**src/logic/dci_cfg.svh**
```systemverilog
/*
  Constants for the DDR3 command and control input block: command codes,
  address bit positions, field widths.
  Assumes inclusion by bare name from the package and the checker.
*/
`ifndef DCI_CFG_SVH
`define DCI_CFG_SVH

`define DCI_BANKS          8
`define DCI_BA_W           3
`define DCI_ADDR_W         13
`define DCI_AP_BIT         10
`define DCI_BC_BIT         12
`define DCI_BYTE_W         8
`define DCI_LANES          2
`define DCI_CMD_W          4
`define DCI_CMD_MRS        4'h0
`define DCI_CMD_REF        4'h1
`define DCI_CMD_PRE        4'h2
`define DCI_CMD_ACT        4'h3
`define DCI_CMD_WR         4'h4
`define DCI_CMD_RD         4'h5
`define DCI_CMD_ZQ         4'h6
`define DCI_CMD_NOP        4'h7
`define DCI_DESEL_BIT      3
`define DCI_MR_ODT_OFF     1'h0

`endif

```
**src/logic/dci_pkg.sv**
```systemverilog
/*
  Types for the DDR3 command and control input block.
  Assumes dci_cfg.svh is reachable on the include path.
*/
`include "dci_cfg.svh"

package dci_pkg;

  typedef enum logic [1:0] {
    DCI_PWR_ACTIVE   = 2'b00,
    DCI_PWR_PRE_PD   = 2'b01,
    DCI_PWR_ACT_PD   = 2'b10,
    DCI_PWR_SELF_REF = 2'b11
  } dci_pwr_t;

  typedef logic [`DCI_CMD_W-1:0] dci_cmd_t;

endpackage

```
**src/logic/dci_mask_lane.sv**
```systemverilog
/*
  One write byte lane: applies the byte write mask on both strobe edges.
  Assumes rise and fall strobe samples arrive as one-cycle enables on clk.
*/
`timescale 1ns/10ps

module dci_mask_lane
  import dci_pkg::*;
(
  // Clock and reset
  input  wire logic                   clk,
  input  wire logic                   reset,
  // Lane inputs
  input  wire logic                   wr_active,
  input  wire logic                   strobe_rise,
  input  wire logic                   strobe_fall,
  input  wire logic [`DCI_BYTE_W-1:0] data_lines,
  input  wire logic                   write_mask,
  // Lane outputs
  output logic      [`DCI_BYTE_W-1:0] byte_out,
  output logic                        byte_valid
);

  logic [`DCI_BYTE_W-1:0] byte_q;
  logic                   valid_q;
  wire                    edge_hit = strobe_rise | strobe_fall;
  wire                    keep     = wr_active & edge_hit & ~write_mask;

  always_ff @(posedge clk) begin
    if (reset) begin
      byte_q  <= '0;
      valid_q <= 1'b0;
    end else begin
      valid_q <= keep;
      if (keep) begin
        byte_q <= data_lines;
      end
    end
  end

  assign byte_out   = byte_q;
  assign byte_valid = valid_q;

endmodule

```
**src/logic/dci_cmd_ctrl.sv**
```systemverilog
/*
  DDR3 command and control input logic: command capture and decode,
  clock-enable power states, input buffer gating, termination enable,
  byte write masks and bank address decode.
  Assumes clk stands for the rising crossing of the differential clock and
  all inputs are synchronous to it; reset_n is the device reset pin.
*/
// Summary of operation
// - Capture inputs on rising true clock edge.
// - Clock enable high runs clocks and buffers.
// - Low enable: idle powers down, open row active.
// - Self-refresh exit seen without the clock; the code leaves only at a clock edge with the enable high.
// - Power-down keeps only clock, termination, enable.
// - Self-refresh keeps only the clock enable.
// - Chip select high masks the command.
// - Select and strobes jointly encode command.
// - Registered termination high enables termination everywhere.
// - Ignore termination when disabled or self-refresh.
// - Masked write bytes are discarded.
// - Masks sampled on both strobe edges.
// - Bank bits pick bank or mode register.
// - Address bit ten: auto-precharge or all banks.
// - Address bit twelve low chops the burst.
// - Reset low clears state asynchronously; the byte lanes clear on the next clock.
`timescale 1ns/10ps

module dci_cmd_ctrl
  import dci_pkg::*;
(
  // Clock and resets
  input  wire logic                                 clk,
  input  wire logic                                 reset,
  input  wire logic                                 reset_n,
  // Command and address
  input  wire logic                                 clk_enable,
  input  wire logic                                 chip_select_n,
  input  wire logic                                 row_strobe_n,
  input  wire logic                                 col_strobe_n,
  input  wire logic                                 write_enable_n,
  input  wire logic [`DCI_BA_W-1:0]                 bank_addr,
  input  wire logic [`DCI_ADDR_W-1:0]               addr,
  input  wire logic                                 term_ctrl,
  // Configuration
  input  wire logic                                 mr_term_enable,
  input  wire logic                                 write_burst,
  // Write data lanes
  input  wire logic                                 lower_byte_strobe_rise,
  input  wire logic                                 lower_byte_strobe_fall,
  input  wire logic                                 upper_byte_strobe_rise,
  input  wire logic                                 upper_byte_strobe_fall,
  input  wire logic [`DCI_BYTE_W-1:0]               lower_byte_data_lines,
  input  wire logic [`DCI_BYTE_W-1:0]               upper_byte_data_lines,
  input  wire logic                                 lower_byte_write_mask,
  input  wire logic                                 upper_byte_write_mask,
  // Decoded command
  output dci_cmd_t                                  cmd_code,
  output logic                                      cmd_valid,
  output logic      [`DCI_BANKS-1:0]                cmd_bank_onehot,
  output logic                                      cmd_mode_reg_sel_valid,
  output logic                                      cmd_auto_precharge,
  output logic                                      cmd_precharge_all,
  output logic                                      cmd_burst_chop,
  output logic      [`DCI_ADDR_W-1:0]               cmd_addr,
  // Power and buffers
  output dci_pwr_t                                  pwr_state,
  output logic                                      internal_clk_run,
  output logic                                      cmd_buf_enable,
  output logic                                      term_buf_enable,
  output logic                                      out_drv_enable,
  output logic      [`DCI_BANKS-1:0]                open_rows,
  // Termination
  output logic                                      term_enable,
  // Write data out
  output logic      [`DCI_LANES*`DCI_BYTE_W-1:0]    wr_data,
  output logic      [`DCI_LANES-1:0]                wr_byte_valid
);

  ////////////////////////////////////////////////////////////////////////////
  // Decode helpers

  function automatic logic [`DCI_BANKS-1:0] bank_dec(input logic [`DCI_BA_W-1:0] ba);
    bank_dec = `DCI_BANKS'(1) << ba;
  endfunction

  dci_pwr_t                pwr_q, pwr_d;
  logic [`DCI_BANKS-1:0]   rows_q, rows_d;
  logic                    cke_q;
  logic                    term_q;
  dci_cmd_t                cmd_q;
  logic                    cmd_v_q;
  logic [`DCI_BANKS-1:0]   bank_q;
  logic                    mrs_q, ap_q, pall_q, bc_q;
  logic [`DCI_ADDR_W-1:0]  addr_q;
  logic                    is_ref_entry_q;

  // Async reset pin plus the synchronous block reset
  wire      rst_any   = reset | ~reset_n;
  wire      in_self   = (pwr_q == DCI_PWR_SELF_REF);
  wire      in_pd     = (pwr_q == DCI_PWR_PRE_PD) | (pwr_q == DCI_PWR_ACT_PD);
  wire      running   = (pwr_q == DCI_PWR_ACTIVE);
  // Command inputs only listen while awake and selected
  wire      sel       = running & clk_enable & ~chip_select_n;
  wire      [`DCI_CMD_W-1:0] raw_cmd = {1'b0, row_strobe_n, col_strobe_n, write_enable_n};
  wire      [`DCI_BANKS-1:0] ba_hot = bank_dec(bank_addr);
  wire      is_act    = sel & (raw_cmd == `DCI_CMD_ACT);
  wire      is_pre    = sel & (raw_cmd == `DCI_CMD_PRE);
  wire      is_rd     = sel & (raw_cmd == `DCI_CMD_RD);
  wire      is_wr     = sel & (raw_cmd == `DCI_CMD_WR);
  wire      is_mrs    = sel & (raw_cmd == `DCI_CMD_MRS);
  wire      ap_bit    = addr[`DCI_AP_BIT];
  wire      bc_bit    = addr[`DCI_BC_BIT];
  wire      rw        = is_rd | is_wr;
  wire      all_idle  = (rows_q == '0);

  ////////////////////////////////////////////////////////////////////////////
  // Bank row tracking

  always_comb begin
    rows_d = rows_q;
    if (is_act) begin
      rows_d = rows_q | ba_hot;
    end
    if (is_pre) begin
      rows_d = ap_bit ? '0 : (rows_q & ~ba_hot);
    end
    if (rw & ap_bit) begin
      rows_d = rows_q & ~ba_hot;
    end
  end

  ////////////////////////////////////////////////////////////////////////////
  // Power state

  always_comb begin
    pwr_d = pwr_q;
    unique case (pwr_q)
      DCI_PWR_ACTIVE: begin
        if (!clk_enable) begin
          if (is_ref_entry_q) begin
            pwr_d = DCI_PWR_SELF_REF;
          end else if (all_idle) begin
            pwr_d = DCI_PWR_PRE_PD;
          end else begin
            pwr_d = DCI_PWR_ACT_PD;
          end
        end
      end
      DCI_PWR_PRE_PD, DCI_PWR_ACT_PD: begin
        if (clk_enable) begin
          pwr_d = DCI_PWR_ACTIVE;
        end
      end
      DCI_PWR_SELF_REF: begin
        // Level check, so no clocked edge of the enable is needed to leave
        if (clk_enable) begin
          pwr_d = DCI_PWR_ACTIVE;
        end
      end
    endcase
  end

  // A refresh issued with enable falling means self-refresh entry; decoded from the pins, as sel needs enable high
  wire  ref_entry = running & ~clk_enable & ~chip_select_n & (raw_cmd == `DCI_CMD_REF) & all_idle;

  always_ff @(posedge clk or negedge reset_n) begin
    if (!reset_n) begin
      is_ref_entry_q <= 1'b0;
    end else if (reset) begin
      is_ref_entry_q <= 1'b0;
    end else begin
      is_ref_entry_q <= ref_entry;
    end
  end

  always_ff @(posedge clk or negedge reset_n) begin
    if (!reset_n) begin
      pwr_q  <= DCI_PWR_ACTIVE;
      rows_q <= '0;
      cke_q  <= 1'b0;
      term_q <= 1'b0;
    end else if (reset) begin
      pwr_q  <= DCI_PWR_ACTIVE;
      rows_q <= '0;
      cke_q  <= 1'b0;
      term_q <= 1'b0;
    end else begin
      pwr_q  <= ref_entry ? DCI_PWR_SELF_REF : pwr_d;
      rows_q <= rows_d;
      cke_q  <= clk_enable;
      // Termination is only registered while its buffer is live
      term_q <= term_ctrl & mr_term_enable & ~in_self;
    end
  end

  ////////////////////////////////////////////////////////////////////////////
  // Captured command

  always_ff @(posedge clk or negedge reset_n) begin
    if (!reset_n) begin
      cmd_q   <= `DCI_CMD_NOP;
      cmd_v_q <= 1'b0;
      bank_q  <= '0;
      mrs_q   <= 1'b0;
      ap_q    <= 1'b0;
      pall_q  <= 1'b0;
      bc_q    <= 1'b0;
      addr_q  <= '0;
    end else if (reset) begin
      cmd_q   <= `DCI_CMD_NOP;
      cmd_v_q <= 1'b0;
      bank_q  <= '0;
      mrs_q   <= 1'b0;
      ap_q    <= 1'b0;
      pall_q  <= 1'b0;
      bc_q    <= 1'b0;
      addr_q  <= '0;
    end else begin
      cmd_v_q <= sel;
      cmd_q   <= sel ? raw_cmd : `DCI_CMD_NOP;
      bank_q  <= ba_hot;
      mrs_q   <= is_mrs;
      ap_q    <= rw & ap_bit;
      pall_q  <= is_pre & ap_bit;
      bc_q    <= rw & ~bc_bit;
      addr_q  <= addr;
    end
  end

  ////////////////////////////////////////////////////////////////////////////
  // Write byte lanes

  wire wr_active = running & write_burst & clk_enable;

  dci_mask_lane u_lane_lo (
    .clk         (clk),
    .reset       (rst_any),
    .wr_active   (wr_active),
    .strobe_rise (lower_byte_strobe_rise),
    .strobe_fall (lower_byte_strobe_fall),
    .data_lines  (lower_byte_data_lines),
    .write_mask  (lower_byte_write_mask),
    .byte_out    (wr_data[`DCI_BYTE_W-1:0]),
    .byte_valid  (wr_byte_valid[0])
  );

  dci_mask_lane u_lane_hi (
    .clk         (clk),
    .reset       (rst_any),
    .wr_active   (wr_active),
    .strobe_rise (upper_byte_strobe_rise),
    .strobe_fall (upper_byte_strobe_fall),
    .data_lines  (upper_byte_data_lines),
    .write_mask  (upper_byte_write_mask),
    .byte_out    (wr_data[`DCI_LANES*`DCI_BYTE_W-1:`DCI_BYTE_W]),
    .byte_valid  (wr_byte_valid[1])
  );

  ////////////////////////////////////////////////////////////////////////////
  // Outputs

  assign cmd_code               = cmd_q;
  assign cmd_valid              = cmd_v_q;
  assign cmd_bank_onehot        = bank_q;
  assign cmd_mode_reg_sel_valid = mrs_q;
  assign cmd_auto_precharge     = ap_q;
  assign cmd_precharge_all      = pall_q;
  assign cmd_burst_chop         = bc_q;
  assign cmd_addr               = addr_q;
  assign pwr_state              = pwr_q;
  assign internal_clk_run       = running & cke_q;
  assign out_drv_enable         = running & cke_q;
  assign cmd_buf_enable         = running;
  assign term_buf_enable        = ~in_self;
  // Termination buffer stays live in power-down, so the registered value applies there too
  assign term_enable            = term_q;
  assign open_rows              = rows_q;

endmodule

```
**config.mk**
```make
export PLATFORM = sky130hd
export DESIGN_NAME = dci_cmd_ctrl
export DESIGN_NICKNAME = d
export VERILOG_FILES = /design/src/logic/dci_pkg.sv /design/src/logic/dci_mask_lane.sv /design/src/logic/dci_cmd_ctrl.sv
export VERILOG_INCLUDE_DIRS = /design/src /design/src/logic
export SDC_FILE = /design/constraint.sdc
export NUM_CORES = 1
export LEC_CHECK = 0
export BUFFER_PORTS_ARGS = -buffer_cell sky130_fd_sc_hd__buf_2
export CORE_ASPECT_RATIO = 1.4
export CORE_UTILIZATION = 46
export DETAILED_ROUTE_END_ITERATION = 10
export PLACE_DENSITY = 0.75
export SLEW_MARGIN = 20
export SYNTH_ARGS = -nofsm -noshare
export SYNTH_HDL_FRONTEND = slang
export SYNTH_SLANG_ARGS = --single-unit
export TNS_END_PERCENT = 20
```
**constraint.sdc**
```tcl
create_clock -name clk -period 2.8 [get_ports clk]
set_input_delay 0.56 -clock clk [delete_from_list [all_inputs] [get_ports clk]]
set_output_delay 0.56 -clock clk [all_outputs]
set_load 0.05 [all_outputs]
```
==> flow_metrics.env, run 1 <==
export IMPL_status="finished, final reports clean"
export IMPL_slew_headroom=0.520
export IMPL_critPathBufInv=1
export IMPL_clockRootBuffer="clkbuf_8"
export IMPL_cp_data_arrival_time_ns=1.50
export IMPL_synth_seq_area_share=0.569
export IMPL_gr_total_overflow=0
export IMPL_synthXorXnorAreaFrac=0
export IMPL_area_growth_pct=30.1
export IMPL_clk_latency_ns=0.34
export IMPL_cts_hold_buf=0
export IMPL_tns_ns=0
export IMPL_cts_setup_buffers=0
export IMPL_p_leak_nw=1.56
export IMPL_synth_adder_area_share=0
export IMPL_fill_cells=437
export IMPL_htree_levels=3
export IMPL_power_density_nw_per_um2=598
export IMPL_syn_inst=240
export IMPL_synth_top_family_by_area="simple AND/OR/NAND/NOR gates"
export IMPL_crit_family="flip-flops"
export IMPL_critPathSlowestCell="dfrtp_1"
export IMPL_numCtsBuffers=9
export IMPL_synth_top_flop_cell="dfrtp_1"
export IMPL_cts_tree="done"
export IMPL_dieArea_um2=5710
export IMPL_synth_edf_count=0
export IMPL_drt_iter0_markers=105
export IMPL_skew_ns=0.00588
export IMPL_min_period_over_period=0.737
export IMPL_rows=31
export IMPL_numPortBuffers=110
export IMPL_hold_viol=0
export IMPL_fin_cells=412
export IMPL_min_path_type="in2async"
export IMPL_placedCellCount=396
export IMPL_endpoint_kind="primary output"
export IMPL_critical_path_required_ns=2.24
export IMPL_crit_path_max_incr_delay_ns=0.52
export IMPL_ys_warn_count=0
export IMPL_synth_cell_types=41
export IMPL_drv_cap=0
export IMPL_grt_max_degree=43
export IMPL_drive_gt1_frac=0.396
export IMPL_power_mw=1.93
export IMPL_tightest_slew_ns=0.720
export IMPL_dr_pass1_iters=4
export IMPL_drcViolationCount=0
export IMPL_irDropWorstVdd_v=0.000375
export IMPL_ys_ff_latch=60
export IMPL_syn_area_um2=2490
export IMPL_dp_hpwl_um=4070
export IMPL_avgSynthCellArea_um2=10.4
export IMPL_synth_simple_area_share=0.208
export IMPL_dr_total_vias=2223
export IMPL_post_drt_wl_per_cell_um=14.1
export IMPL_grt_pass1_wl_um=9180
export IMPL_die_x_um=64.2
export IMPL_post_cts_resized=0
export IMPL_grt_pass1_vias=1961
export IMPL_fin_util=0.623
export IMPL_synth_net_count=289
export IMPL_totalWireLength_um=5830
export IMPL_fp_dieH_um=89.0
export IMPL_cts_sinks=60
export IMPL_nNetsFinal=390
export IMPL_setup_viol=0
export IMPL_clkTransAtPathRegs_ns=0.07
export IMPL_start_util=0.479
export IMPL_synthArstFlopShare=0.700
export IMPL_critPathKind="reg2out"
export IMPL_diodes=0
export IMPL_finalCriticalPeriod_ns=2.06
export IMPL_ioPinCount=112
export IMPL_grt_usage=0.215
export IMPL_clock_fmax_mhz=485
export IMPL_clk_path_buf_depth=2
export IMPL_rsz0062_at_grt="no"
export IMPL_cp_cell_sequence="nor2_2 > and2_1 > buf_2"
export IMPL_gp_congestion=0.859
export IMPL_antenna_found_initial=0
export IMPL_antenna_left=0
export IMPL_synth_compound_area_frac=0.162
export IMPL_slew_violations=0
export IMPL_synthMuxAreaShare=0
export IMPL_startpoint_type="register"
export IMPL_path_max_fanout=9
export IMPL_coreArea_um2=5200
export IMPL_via_per_inst=5.40
## Yosys cell counts, types with 3 or more instances
master     number  area, µm²
a2111oi_0       4       35.0
a211oi_1        4       30.0
a21oi_1        18       90.1
a221oi_1        4       35.0
and3b_1         4       35.0
buf_4           5       37.5
clkbuf_1       13       48.8
dfrtp_1        39        976
dfstp_2         3       78.8
dfxtp_1        18        360
inv_1          10       37.5
nand2_1         4       15.0
nand2b_1        7       43.8
nand3_1        18       90.1
nor2_1         12       45.0
nor2b_1        17        106
nor3_1          7       35.0
nor3b_1         3       22.5
o2111ai_1       3       26.3
o211ai_1        5       37.5
o21ai_0        17       85.1
## path summary, 6_finish.rpt
| path | cells past startpoint | to | start | slack (ns) |
|---|---|---|---|---|
| min | 2 | open_rows[2]$_DFFE_PN0P_ | reset_n | 0.31 |
| max in group asynchronous | 2 | cmd_code[0]$_DFF_PN1_ | reset_n | 2.11 |
| max reg2reg | 3 | open_rows[3]$_DFFE_PN0P_ | pwr_state[1]$_DFFE_PN0P_ | 0.96 |
| max | 3 | out_drv_enable | pwr_state[1]$_DFFE_PN0P_ | 0.74 |
| min in group clk | 2 | cmd_burst_chop$_DFF_PN0_ | addr[12] | 0.39 |
| min reg2reg | 2 | u_lane_lo.byte_out[1]$_SDFFE_PP0P_ | u_lane_lo.byte_out[1]$_SDFFE_PP0P_ | 0.48 |
## cells by family (layout without fill, tap and decap cells)
family | after synthesis | in the layout
compound gates | 62 | 62
buf+inv | 32 | 138
flops | 60 | 60
other cells | 1 | 1
simple gates | 85 | 85
## worst register-to-register path: cells and delay by family (launching register included)
kind	cells	cell delay, ns
AND/OR/NAND/NOR	1	0.62
AO/OA/AOI/OAI	2	0.56
flip-flops	1	0.52
## state kept, by name, indices dropped and copies added (netlist names)
register / cells
u_lane_lo.byte_out: 8
cmd_valid: 1
cke_q: 1
cmd_addr: 13
cmd_precharge_all: 1
pwr_state: 2
term_enable: 1
cmd_auto_precharge: 1
cmd_mode_reg_sel_valid: 1
cmd_burst_chop: 1
u_lane_lo.byte_valid: 1
cmd_code: 3
is_ref_entry_q: 1
cmd_bank_onehot: 8
u_lane_hi.byte_out: 8
u_lane_hi.byte_valid: 1
open_rows: 8
## stage by stage
| step | instance area [µm²] | hold WS (ns) | setup slack [ns] |
|---|---|---|---|
| floorplan | 2490 | 0.264 | 0.154 |
| global placement | 3030 | 0.458 | 0.977 |
| detailed placement | 3030 | 0.465 | 0.852 |
| CTS | 3240 | 0.329 | 0.738 |
| global route | 3240 | 0.363 | 0.634 |
| finish | 3240 | 0.312 | 0.738 |
## report_power, final
part / leakage [nW] / switching [mW] / total, mW / internal [mW]
logic: 0.752 / 0.187 / 0.260 / 0.0735
registers: 0.702 / 0.0104 / 0.895 / 0.885
clock network: 0.102 / 0.323 / 0.779 / 0.456
## cells in the final DEF, fill, tap and decap left out, types with 10 or more instances in the layout
| cell | instances |
|---|---|
| clkbuf_8 | 11 |
| dfxtp_1 | 18 |
| nor2b_1 | 17 |
| nand3_1 | 18 |
| inv_1 | 10 |
| a21oi_1 | 18 |
| nor2_1 | 11 |
| dfrtp_1 | 39 |
| buf_2 | 110 |
| o21ai_0 | 17 |
## final cells by class
cell class              count  area, µm²  share of cell area
well taps                  66       82.6              0.0255
clock buffers              12        155              0.0479
flip-flops and latches     60       1420               0.437
multi-input cells         148        933               0.288
clock inverters             4       47.5              0.0147
inverters                  10       37.5              0.0116
repair buffers            112        566               0.175
## per-layer routing
metal  routed length [µm]  track usage
met1                 2290        0.254
met2                 2800        0.345
met3                  559       0.0740
met4                  174        0.121
met5                    0            0
Power figures use the tool's default switching activity.
==> run 2: changes to the inputs <==
==> constraint.sdc (replaced) <==
create_clock -name clk -period 2 [get_ports clk]
set_input_delay 0.4 -clock clk [delete_from_list [all_inputs] [get_ports clk]]
set_output_delay 0.4 -clock clk [all_outputs]
set_load 0.05 [all_outputs]
==> flow_metrics.env, run 2 (synthesis gave the netlist of run 1 again) <==
export IMPL_largest_reg_flops=13
export IMPL_fill_cells=439
export IMPL_setup_viol=0
export IMPL_start_util=0.479
export IMPL_gr_total_overflow=0
export IMPL_diodes=0
export IMPL_die_x_um=64.2
export IMPL_cts_setup_buffers=0
export IMPL_crit_family="flip-flops"
export IMPL_grt_max_degree=43
export IMPL_final_area_um2=3290
export IMPL_crit_path_max_incr_delay_ns=0.46
export IMPL_totalWireLength_um=5780
export IMPL_status="finished, final reports clean"
export IMPL_placed_area_um2=3090
export IMPL_hold_viol=0
export IMPL_critPathKind="reg2out"
export IMPL_numCtsBuffers=9
export IMPL_drive_gt1_frac=0.412
export IMPL_min_path_type="in2async"
export IMPL_irDropWorstVdd_v=0.000491
export IMPL_comb_power_share=0.138
export IMPL_grt_usage=0.210
export IMPL_cts_sinks=60
export IMPL_endpoint_kind="primary output"
export IMPL_dr_total_vias=2193
export IMPL_slew_headroom=0.618
export IMPL_tns_ns=0
export IMPL_skew_ns=0.0109
export IMPL_clock_fmax_mhz=534
export IMPL_finalCriticalPeriod_ns=1.87
export IMPL_gp_congestion=0.821
export IMPL_critical_path_required_ns=1.60
export IMPL_internal_power_mw=1.99
export IMPL_antenna_found_initial=0
export IMPL_fin_cells=418
export IMPL_slew_violations=0
export IMPL_reg2reg_to="open_rows[5]$_DFFE_PN0P_"
export IMPL_rsz0062_at_grt="no"
export IMPL_seqPwrFrac=0.462
export IMPL_fp_dieH_um=89.0
export IMPL_top_usage_layer="met2"
export IMPL_numPortBuffers=110
export IMPL_power_density_nw_per_um2=825
export IMPL_cts_tree="done"
export IMPL_p_sw_uw=725
export IMPL_ioPinCount=112
export IMPL_use_met2=0.351
export IMPL_met3_usage=0.0421
export IMPL_cp_cell_sequence="buf_4 > nor2_4 > and2_4 > buf_2"
export IMPL_grt_pass1_wl_um=9110
export IMPL_final_common_cell="buf_2"
export IMPL_clkTransAtPathRegs_ns=0.06
export IMPL_drt_iter0_markers=69
export IMPL_startpoint_type="register"
export IMPL_rows=31
export IMPL_worstSetupPathDepth=4
export IMPL_r2r_start="pwr_state[0]$_DFFE_PN0P_"
export IMPL_critPathSlowestCell="dfrtp_1"
export IMPL_worst_r2r_cell_count=3
export IMPL_area_growth_pct=32.3
export IMPL_p_leak_nw=1.59
export IMPL_p_clk_frac=0.400
export IMPL_coreArea_um2=5200
export IMPL_post_drt_wl_per_cell_um=13.8
export IMPL_nNetsFinal=396
export IMPL_critPathBufInv=2
export IMPL_path_max_fanout=7
export IMPL_dp_hpwl_um=4200
export IMPL_htree_levels=3
export IMPL_dr_pass1_iters=4
export IMPL_met1_usage=0.243
export IMPL_clk_path_buf_depth=2
export IMPL_dieArea_um2=5710
export IMPL_clockRootBuffer="clkbuf_8"
export IMPL_cp_data_arrival_time_ns=1.47
export IMPL_r2r_slack_ns=0.25
export IMPL_antenna_left=0
export IMPL_tightest_slew_ns=0.571
export IMPL_min_period_over_period=0.936
export IMPL_placedCellCount=402
export IMPL_switching_share=0.267
export IMPL_grt_pass1_vias=2026
export IMPL_final_cell_mix="110 x buf_2, 38 x dfrtp_1, 18 x nand3_1, 18 x a21oi_1, 18 x dfxtp_1"
export IMPL_post_cts_resized=0
export IMPL_via_per_inst=5.25
export IMPL_drcViolationCount=0
export IMPL_timing_hold_ws_ns=0.193
export IMPL_cts_hold_buf=0
export IMPL_drv_cap=0
export IMPL_clk_latency_ns=0.33
[run 2: worst max path at each step]
stage / start / slack (ns) / end
4_1_cts: pwr_state[1]$_DFFE_PN0P_ / 0.11 / out_drv_enable
5_1_grt: pwr_state[1]$_DFFE_PN0P_ / 0.06 / out_drv_enable
3_3_place_gp: chip_select_n / 0.32 / open_rows[5]$_DFFE_PN0P_
6_report: pwr_state[1]$_DFFE_PN0P_ / 0.13 / out_drv_enable
3_5_place_dp: chip_select_n / 0.22 / open_rows[5]$_DFFE_PN0P_
2_1_floorplan: pwr_state[1]$_DFFE_PN0P_ / 0.001 / out_drv_enable
[run 2: power by group through the flow]
stage                     logic, mW  registers (mW)  clock network (mW)
after floorplan               0.148            1.37                   0
after global placement        0.373            1.28                   0
after detailed placement      0.377            1.28                   0
after CTS                     0.379            1.25                1.11
after global routing          0.405            1.26                1.15
final                         0.375            1.25                1.09
[run 2: stage by stage]
step / utilization / worst slack, ns / power (mW)
after floorplan: - / 0.00133 / 1.52
after detailed placement: 0.594 / 0.225 / 1.65
after CTS: 0.633 / 0.112 / 2.74
after global routing: 0.633 / 0.0577 / 2.81
after global placement: 0.594 / 0.320 / 1.65
final: 0.633 / 0.128 / 2.72
[run 2: per-layer routing]
layer	up-vias	share of wire
met1	1014	0.42
met5	-	0
met4	0	0.038
li1	1060	-
met3	18	0.066
met2	101	0.47
[run 2: cell type report]
cell class | count | area [µm²] | share of cell area
multi-input cells | 148 | 941 | 0.286
flip-flops and latches | 60 | 1420 | 0.430
repair buffers | 118 | 611 | 0.186
clock inverters | 4 | 47.5 | 0.0144
clock buffers | 12 | 155 | 0.0471
inverters | 10 | 37.5 | 0.0114
well taps | 66 | 82.6 | 0.0251
[run 2: worst reg2reg max path: cells and delay by family, from the launching register on]
kind | cells | cell delay (ns)
simple gates | 1 | 0.57
compound gates | 2 | 0.55
flops | 1 | 0.49
==> run 3: changes to the inputs <==
--- a/config.mk
+++ b/config.mk
@@ -7,7 +7,7 @@
 export NUM_CORES = 1
 export LEC_CHECK = 0
 export BUFFER_PORTS_ARGS = -buffer_cell sky130_fd_sc_hd__buf_2
-export CORE_ASPECT_RATIO = 1.4
+export CORE_ASPECT_RATIO = 0.8
 export CORE_UTILIZATION = 46
 export DETAILED_ROUTE_END_ITERATION = 10
 export PLACE_DENSITY = 0.75
==> flow_metrics.env, run 3 (synthesis gave the netlist of run 1 again) <==
export IMPL_status="finished, violations left"
export IMPL_violations="DRC"
export IMPL_fp_dieH_um=67.8
export IMPL_crit_start="pwr_state[1]$_DFFE_PN0P_"
export IMPL_final_common_cell="buf_2"
export IMPL_fill_cells=441
export IMPL_rows=23
export IMPL_skew_ns=0.00887
export IMPL_dp_hpwl_um=4280
export IMPL_critPathBufInv=2
export IMPL_critPathSlowestCell="dfrtp_1"
export IMPL_r2r_start="pwr_state[0]$_DFFE_PN0P_"
export IMPL_ioPinCount=112
export IMPL_cts_sinks=60
export IMPL_clock_fmax_mhz=534
export IMPL_clk_latency_ns=0.33
export IMPL_start_util=0.488
export IMPL_diodes=0
export IMPL_tightest_slew_ns=0.609
export IMPL_finalCriticalPeriod_ns=1.87
export IMPL_cts_setup_buffers=0
export IMPL_power_density_nw_per_um2=844
export IMPL_area_growth_pct=32.3
export IMPL_p_sw_uw=730
export IMPL_post_drt_wl_per_cell_um=14.7
export IMPL_critical_path_required_ns=1.60
export IMPL_rsz0062_at_grt="no"
export IMPL_irDropWorstVdd_v=0.000616
export IMPL_htree_levels=3
export IMPL_min_period_over_period=0.936
export IMPL_antenna_found_initial=0
export IMPL_cts_tree="done"
export IMPL_cp_data_arrival_time_ns=1.47
export IMPL_cts_hold_buf=0
export IMPL_reg2reg_to="open_rows[5]$_DFFE_PN0P_"
export IMPL_final_cell_mix="110 x buf_2, 38 x dfrtp_1, 18 x nand3_1, 18 x a21oi_1, 18 x dfxtp_1"
export IMPL_clk_path_buf_depth=2
export IMPL_startpoint_type="register"
export IMPL_crit_family="flip-flops"
export IMPL_cp_cell_sequence="buf_4 > nor2_4 > and2_4 > buf_2"
export IMPL_largest_reg_flops=13
export IMPL_switching_share=0.263
export IMPL_die_x_um=84.2
export IMPL_path_max_fanout=5
export IMPL_setup_viol=0
export IMPL_endpoint_kind="primary output"
export IMPL_grt_pass1_wl_um=9320
export IMPL_antenna_left=0
export IMPL_worstSetupEndpoint="out_drv_enable"
export IMPL_nNetsFinal=396
export IMPL_crit_path_max_incr_delay_ns=0.44
export IMPL_comb_power_share=0.137
export IMPL_numPortBuffers=110
export IMPL_slew_headroom=0.593
export IMPL_slew_violations=0
export IMPL_internal_power_mw=2.05
export IMPL_min_path_type="in2async"
export IMPL_grt_pass1_vias=1895
export IMPL_p_clk_frac=0.413
export IMPL_drive_gt1_frac=0.409
export IMPL_p_leak_nw=1.59
export IMPL_dr_total_vias=2156
export IMPL_dieArea_um2=5710
export IMPL_totalWireLength_um=6070
export IMPL_r2r_slack_ns=0.18
export IMPL_clockRootBuffer="clkbuf_8"
export IMPL_fin_cells=414
export IMPL_placedCellCount=398
export IMPL_numCtsBuffers=9
export IMPL_clkTransAtPathRegs_ns=0.07
export IMPL_drcViolationCount=18
export IMPL_tns_ns=0
export IMPL_coreArea_um2=5090
export IMPL_gr_total_overflow=0
export IMPL_post_cts_resized=0
export IMPL_drv_cap=0
export IMPL_seqPwrFrac=0.451
export IMPL_grt_usage=0.221
export IMPL_hold_viol=0
export IMPL_via_per_inst=5.21
export IMPL_gp_congestion=0.883
export IMPL_worst_r2r_cell_count=3
export IMPL_critPathKind="reg2out"
export IMPL_dr_pass1_iters=7
export IMPL_grt_max_degree=43
export IMPL_worstSetupPathDepth=4
export IMPL_drt_iter0_markers=100
-- run 3: final cells by class --
type	count	area [µm²]	area share
clock buffers	11	131	0.0399
clock inverters	5	77.6	0.0236
inverters	10	37.5	0.0114
multi-input cells	148	941	0.286
flip-flops and latches	60	1420	0.430
well taps	62	77.6	0.0236
repair buffers	118	611	0.185
-- run 3: worst min-delay path by stage --
stage	start	to	slack [ns]	depth (start not counted)
finish	reset_n	cmd_bank_onehot[6]$_DFF_PN0_	0.19	2
CTS	reset_n	cmd_bank_onehot[6]$_DFF_PN0_	0.19	2
global route	reset_n	cmd_bank_onehot[6]$_DFF_PN0_	0.20	2
detailed placement	u_lane_hi.byte_out[0]$_SDFFE_PP0P_	u_lane_hi.byte_out[0]$_SDFFE_PP0P_	0.47	2
floorplan	reset_n	cke_q$_DFF_PN0_	0.10	0
global placement	u_lane_lo.byte_out[5]$_SDFFE_PP0P_	u_lane_lo.byte_out[5]$_SDFFE_PP0P_	0.46	2
-- run 3: worst register-to-register path: stages, from the launching register on --
cell and delay [ns]:
dfrtp_2 0.49, or4b_4 0.58, a2111oi_0 0.50, a211oi_1 0.11
-- run 3: power by group through the flow --
stage,Clock (mW),Sequential [mW],Combinational (mW)
2_1_floorplan,0,1.37,0.148
3_3_place_gp,0,1.27,0.377
3_5_place_dp,0,1.28,0.378
4_1_cts,1.17,1.25,0.380
5_1_grt,1.24,1.25,0.407
6_report,1.15,1.25,0.380
-- run 3: through the flow --
stage	area [µm²]	power [mW]	utilization	setup WS [ns]	hold WS [ns]
finish	3290	2.78	0.646	0.127	0.186
global route	3290	2.90	0.646	0.0371	0.205
CTS	3290	2.81	0.646	0.101	0.187
detailed placement	3080	1.65	0.605	0.266	0.465
global placement	3080	1.65	0.605	0.331	0.459
floorplan	2500	1.52	-	0.00133	0.104
-- run 3: layer usage --
metal	up-vias	wire [µm]	track usage
li1	1063	-	-
met1	997	2730	0.288
met2	88	2740	0.325
met3	8	508	0.0978
met4	0	99	0.0841
met5	-	0	0
